### src/verilog/amc_pkg.sv
// Constants shared by the converter monitor and its testbench.
package amc_pkg;
  // ----------------------------------------
  // Register byte offsets
  // ----------------------------------------
  localparam logic [7:0] OFS_CTRL = 8'h00;
  localparam logic [7:0] OFS_STATUS = 8'h04;
  localparam logic [7:0] OFS_MASK = 8'h08;
  localparam logic [7:0] OFS_INPUT_CURRENT_LIMIT = 8'h0C;
  localparam logic [7:0] OFS_ALARM0 = 8'h10;
  localparam logic [7:0] OFS_ALARM_LAST = 8'h18;
  localparam logic [7:0] OFS_RESULT0 = 8'h20;
  localparam logic [7:0] OFS_RESULT_LAST = 8'h38;

  // ----------------------------------------
  // Field positions and reset values
  // ----------------------------------------
  localparam int CTRL_MANUAL_BIT = 0;
  localparam int CTRL_START_BIT = 1;
  localparam int ST_READY_BIT = 0;
  localparam int ST_IIN_VALID_BIT = 1;
  localparam int ST_REF_LSB = 2;
  localparam int ST_ALARM_LSB = 4;
  localparam int ST_BUSY_BIT = 7;
  localparam int AL_CHAN_LSB = 12;
  localparam int AL_DIR_BIT = 15;
  localparam int AL_EN_BIT = 16;
  localparam logic [2:0] MASK_RESET = 3'h7;
  localparam logic [9:0] INPUT_CURRENT_LIMIT_RESET = 10'h064;
  localparam logic [9:0] INPUT_CURRENT_LIMIT_HIGH_RANGE = 10'h096;

  // ----------------------------------------
  // Channels and scaling numerators, result = code * num / 2^16
  // ----------------------------------------
  localparam int NUM_CHAN = 7;
  localparam int NUM_ALARM = 3;
  localparam logic [2:0] CH_VIN = 3'h0;
  localparam logic [2:0] CH_IIN = 3'h1;
  localparam logic [2:0] CH_SYSRAIL = 3'h2;
  localparam logic [2:0] CH_VBAT = 3'h3;
  localparam logic [2:0] CH_THERM = 3'h4;
  localparam logic [2:0] CH_GENERAL = 3'h5;
  localparam logic [2:0] CH_CHG_PCT = 3'h6;
  localparam logic [15:0] NUM_6V_MV = 16'h1770;
  localparam logic [15:0] NUM_1V2_MV = 16'h04B0;
  localparam logic [15:0] NUM_375_MA = 16'h0177;
  localparam logic [15:0] NUM_750_MA = 16'h02EE;
  localparam logic [15:0] NUM_PCT = 16'h007D;
  localparam logic [1:0] REF_FAST = 2'h0;
  localparam logic [1:0] REF_PRECHARGE = 2'h1;
  localparam logic [1:0] REF_COLD = 2'h2;

  // ----------------------------------------
  // Timing
  // ----------------------------------------
  localparam int CLK_MHZ = 100;
  localparam int REFRESH_MS = 250;
  localparam int REFRESH_CYC = REFRESH_MS * 1000 * CLK_MHZ;
  localparam int SLOT_CYC = REFRESH_CYC / NUM_CHAN;

  typedef enum logic [1:0] {
    SEQ_IDLE = 2'b01,
    SEQ_WAIT = 2'b10
  } amc_seq_type;
endpackage : amc_pkg

### src/verilog/amc_alarm.sv
// One alarm comparator: detects a threshold crossing on its selected channel.
`timescale 1ns/1ps
`default_nettype none
module amc_alarm (
  // Clock and reset
  input wire logic mclk_i,
  input wire logic rst_i,
  // Configuration
  input wire logic enable_i,
  input wire logic alarm_direction_select_i,
  input wire logic [2:0] alarm_channel_select_i,
  input wire logic [11:0] alarm_threshold_value_i,
  // New result
  input wire logic result_valid_i,
  input wire logic [2:0] result_chan_i,
  input wire logic prev_known_i,
  input wire logic [11:0] prev_i,
  input wire logic [11:0] newest_i,
  // Crossing pulse
  output logic hit_o
);
  // ----------------------------------------
  // Crossing detection
  // ----------------------------------------
  // Upward: was below and now at or above; downward is the mirror.
  wire logic prev_above = prev_i >= alarm_threshold_value_i;
  wire logic new_above = newest_i >= alarm_threshold_value_i;
  wire logic up_cross = !prev_above && new_above;
  wire logic down_cross = prev_above && !new_above;
  wire logic dir_cross = alarm_direction_select_i ? up_cross : down_cross;
  // No crossing is claimed without an earlier result to compare against.
  wire logic watch = enable_i && result_valid_i && prev_known_i &&
                     (result_chan_i == alarm_channel_select_i);

  // Register the one-cycle hit.
  always_ff @(posedge mclk_i) begin
    if (rst_i) begin
      hit_o <= 1'b0;
    end else begin
      hit_o <= watch && dir_cross;
    end
  end
endmodule : amc_alarm
`default_nettype wire

### src/verilog/amc_top.sv
// Converter monitor: sequencing, result scaling, alarms and AXI4-Lite registers.
`timescale 1ns/1ps
`default_nettype none
module amc_top #(
  parameter int SLOT_CYC = amc_pkg::SLOT_CYC
) (
  // Clock and reset
  input wire logic mclk_i,
  input wire logic rst_i,
  // AXI4-Lite slave
  input wire logic [7:0] s_axi_awaddr,
  input wire logic s_axi_awvalid,
  output logic s_axi_awready,
  input wire logic [31:0] s_axi_wdata,
  input wire logic [3:0] s_axi_wstrb,
  input wire logic s_axi_wvalid,
  output logic s_axi_wready,
  output logic [1:0] s_axi_bresp,
  output logic s_axi_bvalid,
  input wire logic s_axi_bready,
  input wire logic [7:0] s_axi_araddr,
  input wire logic s_axi_arvalid,
  output logic s_axi_arready,
  output logic [31:0] s_axi_rdata,
  output logic [1:0] s_axi_rresp,
  output logic s_axi_rvalid,
  input wire logic s_axi_rready,
  // Power state pins
  input wire logic vin_present_i,
  input wire logic vin_in_range_i,
  input wire logic low_power_select_n_i,
  input wire logic precharge_i,
  input wire logic cold_region_i,
  // Converter core, same clock
  input wire logic conv_done_i,
  input wire logic [15:0] conv_data_i,
  output logic conv_power_o,
  output logic conv_start_o,
  output logic [2:0] conv_chan_o,
  // Host interrupt, active high level
  output logic irq_o
);
  // ----------------------------------------
  // Pin synchronisers
  // ----------------------------------------
  logic [4:0] pin_meta_r;
  logic [4:0] pin_r;
  always_ff @(posedge mclk_i) begin
    if (rst_i) begin
      pin_meta_r <= 5'h00;
      pin_r <= 5'h00;
    end else begin
      pin_meta_r <= {cold_region_i, precharge_i, low_power_select_n_i,
                     vin_in_range_i, vin_present_i};
      pin_r <= pin_meta_r;
    end
  end
  wire logic vin_on = pin_r[0];
  wire logic in_range = pin_r[1];
  // Low power only matters on battery; input power keeps the converter alive.
  wire logic low_power = !pin_r[2] && !vin_on;
  wire logic [1:0] ref_sel = pin_r[3] ? amc_pkg::REF_PRECHARGE :
                             pin_r[4] ? amc_pkg::REF_COLD : amc_pkg::REF_FAST;

  // ----------------------------------------
  // Register state
  // ----------------------------------------
  logic manual_r;
  logic start_r;
  logic ready_r;
  logic [2:0] alarm_flag_r;
  logic [2:0] mask_r;
  logic [9:0] input_current_limit_r;
  logic [16:0] alarm_cfg_r [amc_pkg::NUM_ALARM];
  logic [15:0] raw_r [amc_pkg::NUM_CHAN];
  logic [amc_pkg::NUM_CHAN-1:0] known_r;
  logic [2:0] hit;

  // ----------------------------------------
  // Bus decode
  // ----------------------------------------
  wire logic wr_go = s_axi_awvalid && s_axi_wvalid && !s_axi_bvalid && !s_axi_awready;
  wire logic rd_go = s_axi_arvalid && !s_axi_rvalid && !s_axi_arready;
  wire logic [7:0] wa = s_axi_awaddr;
  wire logic [7:0] ra = s_axi_araddr;
  wire logic wr_ctrl = wr_go && wa == amc_pkg::OFS_CTRL;
  wire logic wr_status = wr_go && wa == amc_pkg::OFS_STATUS;
  wire logic wr_mask = wr_go && wa == amc_pkg::OFS_MASK;
  wire logic wr_input_current_limit = wr_go && wa == amc_pkg::OFS_INPUT_CURRENT_LIMIT;
  wire logic wr_alarm = wr_go && wa >= amc_pkg::OFS_ALARM0 &&
                        wa <= amc_pkg::OFS_ALARM_LAST && wa[1:0] == 2'h0;
  wire logic [1:0] wr_alarm_idx = 2'((wa - amc_pkg::OFS_ALARM0) >> 2);
  wire logic wr_ok = wr_ctrl || wr_status || wr_mask || wr_input_current_limit || wr_alarm ||
                     (wa >= amc_pkg::OFS_RESULT0 && wa <= amc_pkg::OFS_RESULT_LAST &&
                      wa[1:0] == 2'h0);
  wire logic [31:0] wd = s_axi_wdata;
  wire logic lane0 = s_axi_wstrb[0];
  // Byte enables are honoured only at lane 0, 1 and 2 granularity for these small fields.
  wire logic lane1 = s_axi_wstrb[1];
  wire logic lane2 = s_axi_wstrb[2];

  // Scale a raw code to engineering units for the given channel.
  function automatic logic [15:0] scale(input logic [2:0] ch, input logic [15:0] code,
                                        input logic [9:0] input_current_limit);
    logic [15:0] num;
    logic [31:0] prod;
    num = 16'h0000;
    prod = 32'h0000_0000;
    if (ch == amc_pkg::CH_VIN || ch == amc_pkg::CH_SYSRAIL || ch == amc_pkg::CH_VBAT) begin
      num = amc_pkg::NUM_6V_MV;
    end else if (ch == amc_pkg::CH_THERM || ch == amc_pkg::CH_GENERAL) begin
      num = amc_pkg::NUM_1V2_MV;
    end else if (ch == amc_pkg::CH_IIN) begin
      num = (input_current_limit > amc_pkg::INPUT_CURRENT_LIMIT_HIGH_RANGE) ? amc_pkg::NUM_750_MA
                                             : amc_pkg::NUM_375_MA;
    end else if (ch == amc_pkg::CH_CHG_PCT) begin
      num = amc_pkg::NUM_PCT;
    end
    prod = code * num;
    return prod[31:16];
  endfunction : scale

  // Read mux; result words carry raw code low and scaled value high.
  wire logic rd_res = ra >= amc_pkg::OFS_RESULT0 && ra <= amc_pkg::OFS_RESULT_LAST &&
                      ra[1:0] == 2'h0;
  wire logic [2:0] rd_ch = 3'((ra - amc_pkg::OFS_RESULT0) >> 2);
  wire logic rd_al = ra >= amc_pkg::OFS_ALARM0 && ra <= amc_pkg::OFS_ALARM_LAST &&
                     ra[1:0] == 2'h0;
  wire logic [1:0] rd_al_idx = 2'((ra - amc_pkg::OFS_ALARM0) >> 2);
  wire logic [31:0] status_word = {24'h00_0000, !manual_r || start_r, alarm_flag_r, ref_sel,
                                   vin_on && in_range, ready_r};
  logic [31:0] rd_word;
  logic rd_ok;
  always_comb begin
    rd_ok = 1'b1;
    if (ra == amc_pkg::OFS_CTRL) begin
      rd_word = {30'h0000_0000, start_r, manual_r};
    end else if (ra == amc_pkg::OFS_STATUS) begin
      rd_word = status_word;
    end else if (ra == amc_pkg::OFS_MASK) begin
      rd_word = {29'h0000_0000, mask_r};
    end else if (ra == amc_pkg::OFS_INPUT_CURRENT_LIMIT) begin
      rd_word = {22'h00_0000, input_current_limit_r};
    end else if (rd_al) begin
      rd_word = {15'h0000, alarm_cfg_r[rd_al_idx]};
    end else if (rd_res) begin
      rd_word = {scale(rd_ch, raw_r[rd_ch], input_current_limit_r), raw_r[rd_ch]};
    end else begin
      rd_word = 32'h0000_0000;
      rd_ok = 1'b0;
    end
  end

  // AXI4-Lite handshakes: address and data taken together, answer next cycle.
  always_ff @(posedge mclk_i) begin
    if (rst_i) begin
      s_axi_awready <= 1'b0;
      s_axi_wready <= 1'b0;
      s_axi_bvalid <= 1'b0;
      s_axi_bresp <= 2'h0;
      s_axi_arready <= 1'b0;
      s_axi_rvalid <= 1'b0;
      s_axi_rresp <= 2'h0;
      s_axi_rdata <= 32'h0000_0000;
    end else begin
      s_axi_awready <= wr_go;
      s_axi_wready <= wr_go;
      if (wr_go) begin
        s_axi_bvalid <= 1'b1;
        s_axi_bresp <= wr_ok ? 2'h0 : 2'h2;
      end else if (s_axi_bready) begin
        s_axi_bvalid <= 1'b0;
      end
      s_axi_arready <= rd_go;
      if (rd_go) begin
        s_axi_rvalid <= 1'b1;
        s_axi_rdata <= rd_word;
        s_axi_rresp <= rd_ok ? 2'h0 : 2'h2;
      end else if (s_axi_rready) begin
        s_axi_rvalid <= 1'b0;
      end
    end
  end

  // ----------------------------------------
  // Conversion sequencer
  // ----------------------------------------
  amc_pkg::amc_seq_type seq_r;
  logic [31:0] slot_r;
  logic [2:0] chan_r;
  wire logic slot_tick = slot_r == 32'(SLOT_CYC - 1);
  // Free running whenever not in manual battery mode and not in low power.
  wire logic auto_run = !low_power && (vin_on || !manual_r);
  wire logic last_chan = chan_r == 3'(amc_pkg::NUM_CHAN - 1);
  wire logic issue = seq_r == amc_pkg::SEQ_IDLE && !low_power &&
                     ((auto_run && slot_tick) || (start_r && !auto_run));
  wire logic done = seq_r == amc_pkg::SEQ_WAIT && conv_done_i;
  wire logic sweep_end = done && last_chan && start_r && !vin_on;

  always_ff @(posedge mclk_i) begin
    if (rst_i) begin
      seq_r <= amc_pkg::SEQ_IDLE;
      slot_r <= 32'h0000_0000;
      chan_r <= 3'h0;
      conv_start_o <= 1'b0;
      conv_chan_o <= 3'h0;
      conv_power_o <= 1'b0;
    end else begin
      conv_power_o <= !low_power;
      conv_start_o <= issue;
      slot_r <= (slot_tick || !auto_run) ? 32'h0000_0000 : slot_r + 32'h0000_0001;
      case (seq_r)
        amc_pkg::SEQ_IDLE: begin
          if (issue) begin
            conv_chan_o <= chan_r;
            seq_r <= amc_pkg::SEQ_WAIT;
          end
        end
        amc_pkg::SEQ_WAIT: begin
          // Entering low power abandons a conversion in flight.
          if (done || low_power) begin
            chan_r <= last_chan ? 3'h0 : chan_r + 3'h1;
            seq_r <= amc_pkg::SEQ_IDLE;
          end
        end
        default: seq_r <= amc_pkg::SEQ_IDLE;
      endcase
    end
  end

  // Result store; previous value kept for crossing detection.
  always_ff @(posedge mclk_i) begin
    if (rst_i) begin
      known_r <= '0;
    end else if (done) begin
      raw_r[conv_chan_o] <= conv_data_i;
      known_r[conv_chan_o] <= 1'b1;
    end
  end

  // ----------------------------------------
  // Alarm comparators
  // ----------------------------------------
  for (genvar k = 0; k < amc_pkg::NUM_ALARM; k++) begin : g_alarm
    amc_alarm u_alarm (
      .mclk_i(mclk_i),
      .rst_i(rst_i),
      .enable_i(alarm_cfg_r[k][amc_pkg::AL_EN_BIT]),
      .alarm_direction_select_i(alarm_cfg_r[k][amc_pkg::AL_DIR_BIT]),
      .alarm_channel_select_i(alarm_cfg_r[k][amc_pkg::AL_CHAN_LSB +: 3]),
      .alarm_threshold_value_i(alarm_cfg_r[k][11:0]),
      .result_valid_i(done),
      .result_chan_i(conv_chan_o),
      .prev_known_i(known_r[conv_chan_o]),
      .prev_i(raw_r[conv_chan_o][15:4]),
      .newest_i(conv_data_i[15:4]),
      .hit_o(hit[k])
    );
  end

  // ----------------------------------------
  // Software-visible control
  // ----------------------------------------
  // Hardware sets win over a write-one-to-clear in the same cycle.
  always_ff @(posedge mclk_i) begin
    if (rst_i) begin
      manual_r <= 1'b0;
      start_r <= 1'b0;
      ready_r <= 1'b0;
      alarm_flag_r <= 3'h0;
      mask_r <= amc_pkg::MASK_RESET;
      input_current_limit_r <= amc_pkg::INPUT_CURRENT_LIMIT_RESET;
      irq_o <= 1'b0;
      for (int i = 0; i < amc_pkg::NUM_ALARM; i++) begin
        alarm_cfg_r[i] <= 17'h0_0000;
      end
    end else begin
      if (wr_ctrl && lane0) begin
        manual_r <= wd[amc_pkg::CTRL_MANUAL_BIT];
      end
      // Start clears when the sweep ends, or at once if nothing can serve it.
      if (sweep_end || low_power || vin_on) begin
        start_r <= 1'b0;
      end else if (wr_ctrl && lane0 && wd[amc_pkg::CTRL_START_BIT]) begin
        start_r <= 1'b1;
      end
      ready_r <= sweep_end || (ready_r && !(wr_status && lane0 &&
                 wd[amc_pkg::ST_READY_BIT]));
      alarm_flag_r <= hit | (alarm_flag_r & ~((wr_status && lane0) ?
                      wd[amc_pkg::ST_ALARM_LSB +: 3] : 3'h0));
      if (wr_mask && lane0) begin
        mask_r <= wd[2:0];
      end
      if (wr_input_current_limit && lane0 && lane1) begin
        input_current_limit_r <= wd[9:0];
      end
      if (wr_alarm && lane0 && lane1 && lane2) begin
        alarm_cfg_r[wr_alarm_idx] <= wd[16:0];
      end
      irq_o <= ready_r || |(alarm_flag_r & ~mask_r);
    end
  end
endmodule : amc_top
`default_nettype wire

### config.mk
export PLATFORM = sky130hd
export DESIGN_NAME = amc_top
export DESIGN_NICKNAME = d
export VERILOG_FILES = /design/src/verilog/amc_pkg.sv /design/src/verilog/amc_alarm.sv /design/src/verilog/amc_top.sv
export SDC_FILE = /design/constraint.sdc
export NUM_CORES = 1
export LEC_CHECK = 0
export BUFFER_PORTS_ARGS = -buffer_cell sky130_fd_sc_hd__buf_4
export CAP_MARGIN = 5
export CORE_ASPECT_RATIO = 1.2
export CORE_MARGIN = 8
export CORE_UTILIZATION = 53
export CTS_CLUSTER_DIAMETER = 60
export CTS_CLUSTER_SIZE = 28
export DETAILED_ROUTE_END_ITERATION = 8
export GPL_TIMING_DRIVEN = 0
export PLACE_DENSITY = 0.77
export REMOVE_ABC_BUFFERS = 1
export SETUP_SLACK_MARGIN = 0.2
export SLEW_MARGIN = 10
export SYNTH_ARGS = -nofsm -noshare
export SYNTH_HDL_FRONTEND = slang
export SYNTH_SLANG_ARGS = --single-unit
### constraint.sdc
create_clock -name mclk_i -period 10.8 [get_ports mclk_i]
set_input_delay 0.54 -clock mclk_i [delete_from_list [all_inputs] [get_ports mclk_i]]
set_output_delay 0.54 -clock mclk_i [all_outputs]
set_load 0.02 [all_outputs]
==> Word level (Yosys, flattened, before mapping) <==
Memories as Yosys holds them, arrays and structs flattened. A register that Yosys moved wholly into a read port is not among the register bits.
Index checks and enable logic that the tools add are counted.
{ "op_classes": {"reduce_logical": 106, "multipliers": 1, "muxes": 56, "eq_ne": 21, "n_lt_le_gt_ge": 17, "add_sub_neg": 5, "n_bitwise": 6} }
{ "ops": {"columns": ["cell", "count"], "rows": [
  ["$mux W32", 6],
  ["$mux W16", 6],
  ["$ge A12 B12 Y1", 6],
  ["$logic_and A1 B1 Y1", 59],
  ["$add A32 B1 Y32 const B", 1],
  ["$eq A32 B22 Y1 const B", 1],
  ["$eq A8 B4 Y1 const B", 4],
  ["$mul A16 B16 Y32", 1],
  ["$mux W1", 24],
  ["$mux W10", 2],
  ["$logic_or A1 B1 Y1", 17],
  ["$mux W17", 1],
  ["$reduce_or A17 Y1", 1],
  ["$eq A8 B3 Y1 const B", 2],
  ["$ge A8 B5 Y1 const B", 2],
  ["$ge A8 B6 Y1 const B", 2],
  ["$le A8 B5 Y1 const B", 2],
  ["$le A8 B6 Y1 const B", 2],
  ["$logic_not A1 Y1", 16],
  ["$logic_not A8 Y1", 2],
  ["$mux W2", 7],
  ["$mux W13", 1],
  ["$eq A3 B3 Y1 const B", 4],
  ["$mux W3", 4],
  ["other kinds (28)", 39]
]} }
{ "totals": {"ramBits": 163, "word_cells": 240, "regBits": 122, "input_bits": 81, "memories": 2, "output_inout_bits": 47} }
{ "mem_list": {"columns": ["memory", "depth", "word_bits", "rd", "rd_ports_with_merged_regs", "write_ports", "line_no", "source"], "rows": [
  ["raw_r", 7, 16, 2, 1, 1, "amc_top.sv:75", "logic [15:0] raw_r [amc_pkg::NUM_CHAN];"],
  ["alarm_cfg_r", 3, 17, 4, 0, 3, "amc_top.sv:74", "logic [16:0] alarm_cfg_r [amc_pkg::NUM_ALARM];"]
]} }

==> Depth between registers and ports, before layout <==
{ "logic_depth": {"ltp_word": 19, "ltp_mapped": 31, "mapped_depth_nobuf": 27} }

==> Cells and area by module <==
Synthesis repeated with hierarchy kept, for this count alone.
{ "unflattened": {"hier_cells": 2065, "area_unflattened_um2": 21061.4} }
{ "modules_own_cells": {"columns": ["module", "n_inst", "area_each_um2", "cells_per_inst", "seq_area_each_um2"], "rows": [
  ["amc_top", 1, 19113.3, 1834, 7607.3],
  ["amc_alarm", 3, 649.4, 77, 20.0]
]} }

==> Worst setup path before layout <==
OpenSTA, ideal clock, no wires.
{ "synth_path": {"path_type": "input port to flip-flop", "startpoint": "input s_axi_araddr[2]", "endpoint": "register s_axi_rdata[29]", "arrival_ns": 7.522, "slack_ns": 3.161, "cell_stages": 28, "path_buffers": 4, "path_cell_list": "buf_4 buf_2 buf_2 buf_2 mux2i_1 nand2_1 o211ai_1 a21boi_0 a21oi_1 fa_1 inv_1 fa_1 inv_1 fa_1 fa_1 fa_1 inv_1 fa_1 inv_1 ha_1 and4_1 a221o_1 o31ai_4 o311ai_4 a41o_1 a21oi_1 xnor2_1 a22o_1"} }
{ "synth_via": {"elab_chain_len": 19, "word_cells_on_any_way": 41, "cone_classes": "add/sub: 1; mul: 1; order compare: 4; eq/ne: 9; mux: 16; reduce/logical: 9; memory: 1"} }
{ "synth_lines": {"columns": ["element", "line_no", "source"], "rows": [
  ["from (decl)", "amc_top.sv:21", "input wire logic [7:0] s_axi_araddr,"],
  ["$sub A5 B1 Y5", "amc_top.sv:126", "wire logic [2:0] rd_ch = 3'((ra - amc_pkg::OFS_RESULT0) >> 2);"],
  ["$eq A3 B3 Y1", "amc_top.sv:116", "end else if (ch == amc_pkg::CH_CHG_PCT) begin"],
  ["$mux W7", "amc_top.sv:116", null],
  ["$mux W10", "amc_top.sv:113", "end else if (ch == amc_pkg::CH_IIN) begin"],
  ["$mux W11", "amc_top.sv:111", "end else if (ch == amc_pkg::CH_THERM || ch == amc_pkg::CH_GENERAL) begin"],
  ["$mux W13", "amc_top.sv:109", "if (ch == amc_pkg::CH_VIN || ch == amc_pkg::CH_SYSRAIL || ch == amc_pkg::CH_VBAT) begin"],
  ["$mux W16", "amc_top.sv:146", "end else if (rd_res) begin"],
  ["$mux W16", "amc_top.sv:144", "end else if (rd_al) begin"],
  ["[3 not listed]", null, null],
  ["$mux W16", "amc_top.sv:136", "if (ra == amc_pkg::OFS_CTRL) begin"],
  ["$mul A16 B16 Y32", "amc_top.sv:119", "prod = code * num;"],
  ["$mux W32", "amc_top.sv:146", null],
  ["$mux W32", "amc_top.sv:144", null],
  ["$mux W32", "amc_top.sv:142", "end else if (ra == amc_pkg::OFS_INPUT_CURRENT_LIMIT) begin"],
  ["$mux W32", "amc_top.sv:140", "end else if (ra == amc_pkg::OFS_MASK) begin"],
  ["$mux W32", "amc_top.sv:138", "end else if (ra == amc_pkg::OFS_STATUS) begin"],
  ["$mux W32 (*)", "amc_top.sv:136", null],
  ["to (signal assigned)", "amc_top.sv:177", "s_axi_rdata <= rd_word;"],
  ["to (decl)", "amc_top.sv:24", "output logic [31:0] s_axi_rdata,"]
]} }
Mark *: on every way between the ends. The rest lies on a longest branch, timed or not. The select of a mux whose other input is x is not followed.
A chain may end at the register's enable or synchronous reset.

==> Worst setup path after layout <==
{ "layout_path": {"startpoint": "input s_axi_araddr[3]", "endpoint": "register s_axi_rdata[29]"} }
The elaborated chain is that of the path after synthesis.

==> flow_metrics.py <==
metrics = {
    "die": {
        "core_area_mm2": 0.03954,
        "die_x_um": 198.3,
        "fp-row-count": 80,
        "die_area_mm2": 0.04655,
        "start_util_pct": 53.45,
        "num_io_pins": 128,
        "die_h_um": 234.7,
    },
    "critical_path": {
        "r2r_cells": 25,
        "setup.worst_path.class": "in -> reg",
        "r2r_setup_slack_ns": 2.73,
        "r2r-end": "s_axi_rdata[29]$_SDFFE_PP0P_",
        "crit_path_end_kind": "flip-flop",
        "crit_required_ns": 11.21,
        "reg2reg_from": "input_current_limit_r[4]$_SDFFE_PP0P_",
        "worstSetupStartpointType": "primary input",
        "cp.arrival_ns": 10.22,
        "critPathLaunch": "s_axi_araddr[3]",
        "crit_fanout": 85,
    },
    "timing": {
        "tightest_slew_ns": 1.310,
        "finalCritPeriodShare_pct": 90.76,
        "worst_slew_margin_rel_pct": 12.47,
        "hold_viol_final": 0,
        "tns_ns": 0,
        "period_needed_ns": 9.802,
        "skew_ns": 0.02409,
        "setup_viol": 0,
        "slew_viol_final": 0,
        "max_freq_ghz": 0.1020,
        "grt_setup_unrepaired": "false",
    },
    "placed_design": {
        "place_congestion": 0.9414,
        "numPortBuffers": 108,
        "dp_hpwl_um": 43240,
        "dp.cells": 2613,
    },
    "yosys": {
        "yosys.area.top_type": "edfxtp_1",
        "async_flop_share_pct": 0,
        "syn_inst": 2024,
        "synthTopCellsByArea": "edfxtp_1 26%, fa_1 13%, dfxtp_1 12%",
        "ys_seq_area_share_pct": 37.13,
        "synth_edf_count": 180,
        "yosysMostFrequentCell": "inv_1",
        "synthTopCellsByCount": "256 x inv_1, 182 x ha_1, 182 x nor2_1, 180 x edfxtp_1, 163 x nand2_1",
        "ys_seq_elements": 302,
        "ys_types": 67,
        "ys.flop_type": "edfxtp_1",
        "synth_top_area_share_pct": 25.58,
        "syn_avg_cell_area_um2": 10.44,
        "ys_warn_count": 0,
        "synth_area_mm2": 0.02113,
    },
    "layout": {
        "final_cells": 2641,
        "fillers": 3256,
        "drive_above_1_share_pct": 12.01,
        "nets": 2498,
        "syn_to_final_growth_pct": 9.473,
    },
    "global_route": {
        "grt_pass1_vias": 16210,
        "antenna_found_initial": 0,
        "grt.total_usage_pct": 24.00,
        "globalRouteOverflowTotal": 0,
        "grt_pass1_wl_um": 88240,
        "grt_max_degree": 86,
    },
    "power": {
        "power_density_mw_per_mm2": 158.3,
        "vdd_drop_max_mv": 0.1436,
        "p_leak_uw": 0.009953,
    },
    "routing": {
        "firstDrtPassIters": 8,
        "wirelength_um": 55850,
        "vias": 15460,
        "avgRoutedWirePerCell_um": 21.15,
        "routed_via_density": 5.852,
        "drc": 0,
        "drt_iter0_markers": 1233,
        "ant_nets": 0,
    },
    "cts": {
        "cts_sinks": 302,
        "postCtsHoldBufs": 0,
        "cts_tree": "yes",
        "post_cts_resized": 0,
        "clock_latency_ns": 0.53,
        "clk_pin_slew_ns": 0.11,
        "cts_buffers": 16,
        "h-tree-depth": 1,
        "clock_path_buffers": 3,
        "root_buffer": "clkbuf_16",
        "post-cts-setup-buffer-count": 0,
    },
    "run": {
        "max-cap-violations": 0,
    },
    "hold_path": {
        "worstHoldPathCells": 1,
        "holdPathEnd": "alarm_cfg_r[3][14]$_DFFE_PP_",
        "worst_hold_startpoint": "s_axi_wdata[14]",
        "hold_class": "in -> reg",
    },
    "outcome": {
        "outcome": "complete, no violations",
    },
}
-- state kept, by name (all words and copies together), names as in the netlist, 2 cells and up, named ones only --
name / cells
conv_chan_o: 3
mask_r: 3
pin_meta_r: 5
input_current_limit_r: 10
chan_r: 3
alarm_cfg_r: 68
known_r: 7
s_axi_rdata: 31
g_alarm.u_alarm.hit_o: 3
raw_r: 112
seq_r: 2
pin_r: 5
slot_r: 32
alarm_flag_r: 3
-- placed cells by master, fill, tap and decap left out, types with 12 or more instances in the layout --
cell | netlist | final
ha_1 | 182 | 182
mux4_2 | 38 | 38
a22o_1 | 12 | 12
o21a_1 | 13 | 13
dfxtp_1 | 122 | 120
edfxtp_1 | 180 | 180
xnor2_1 | 25 | 25
buf_4 | 5 | 111
conb_1 | 1 | 20
a21oi_1 | 83 | 80
clkbuf_16 | 0 | 17
o211ai_1 | 17 | 17
and2_1 | 63 | 63
o21ai_0 | 61 | 61
a211oi_1 | 16 | 16
xor2_1 | 24 | 24
mux2i_1 | 59 | 59
fa_1 | 137 | 137
nor2b_1 | 19 | 19
nor2_1 | 182 | 177
nand4_1 | 19 | 19
nand2b_1 | 28 | 28
nor3_1 | 28 | 23
nand3_1 | 32 | 32
nand2_1 | 163 | 163
mux2_2 | 28 | 28
inv_1 | 256 | 256
a21o_1 | 38 | 38
-- worst max-delay path, cell delays in order --
cell      delay (ns)
buf_4           0.77
clkinv_1        1.27
o211ai_1        0.76
a21boi_0        0.84
a21oi_1         0.14
fa_1            0.56
inv_1           0.07
fa_1            0.54
inv_1           0.06
fa_1            0.52
fa_1            0.45
fa_1            0.54
inv_1           0.06
fa_1            0.53
inv_1           0.05
ha_1            0.35
and4_1          0.17
a221o_1         0.42
o31ai_4         0.49
o311ai_4        0.15
a41o_1          0.29
a21oi_1         0.23
xnor2_1         0.10
a22o_1          0.19
-- layout make-up --
cell class | instances | area [um2] | area share, %
diodes | 1 | 2.502 | 0.01082
clock buffers | 22 | 454.2 | 1.963
clock inverters | 5 | 75.07 | 0.3245
inverters | 258 | 968.4 | 4.186
multi-input cells | 1396 | 12110 | 52.35
flip-flops and latches | 302 | 7850 | 33.93
well taps | 533 | 666.9 | 2.883
repair buffers | 124 | 1007 | 4.354
-- logic make-up after synthesis --
group | synth area share [%]
buf+inv | 6.258
xor+xnor | 2.031
compound gates | 8.905
mux | 8.336
fa+ha+maj | 23.75
simple gates | 13.56
flops | 37.13
other cells | 0.01774
-- worst max-delay path by stage --
stage / to / cells past startpoint
floorplan: s_axi_rdata[29]$_SDFFE_PP0P_ / 24
CTS: s_axi_rdata[29]$_SDFFE_PP0P_ / 24
detailed placement: s_axi_rdata[29]$_SDFFE_PP0P_ / 24
finish: s_axi_rdata[29]$_SDFFE_PP0P_ / 24
global placement: s_axi_rdata[29]$_SDFFE_PP0P_ / 24
global route: s_axi_rdata[29]$_SDFFE_PP0P_ / 24
-- layer usage --
layer / wire, um / GRT usage, %
met1: 20600 / 27.70
met2: 28820 / 43.08
met3: 3514 / 2.960
met4: 2915 / 11.92
met5: 0 / 0
-- metrics by stage --
step	cell area [um2]	hold slack, ns	util [%]	worst slack (ns)	total power, uW
3_3_place_gp	22330	0.4195	56.47	0.8229	2924
2_1_floorplan	20850	0.4130	-	3.537	2512
4_1_cts	23110	0.1880	58.46	1.220	3686
6_report	23130	0.2007	58.51	0.9981	3662
3_5_place_dp	22580	0.4212	57.12	0.7005	2987
5_1_grt	23130	0.1862	58.51	0.6958	3945
-- power by group --
group	total, uW	leakage [uW]	internal (uW)	switching, uW
Combinational	1710	0.00700	687	1030
Clock	700	0.000255	313	387
Sequential	1250	0.00269	1240	10.6
Total	3660	0.00995	2240	1420
Power figures use the tool's default switching activity.
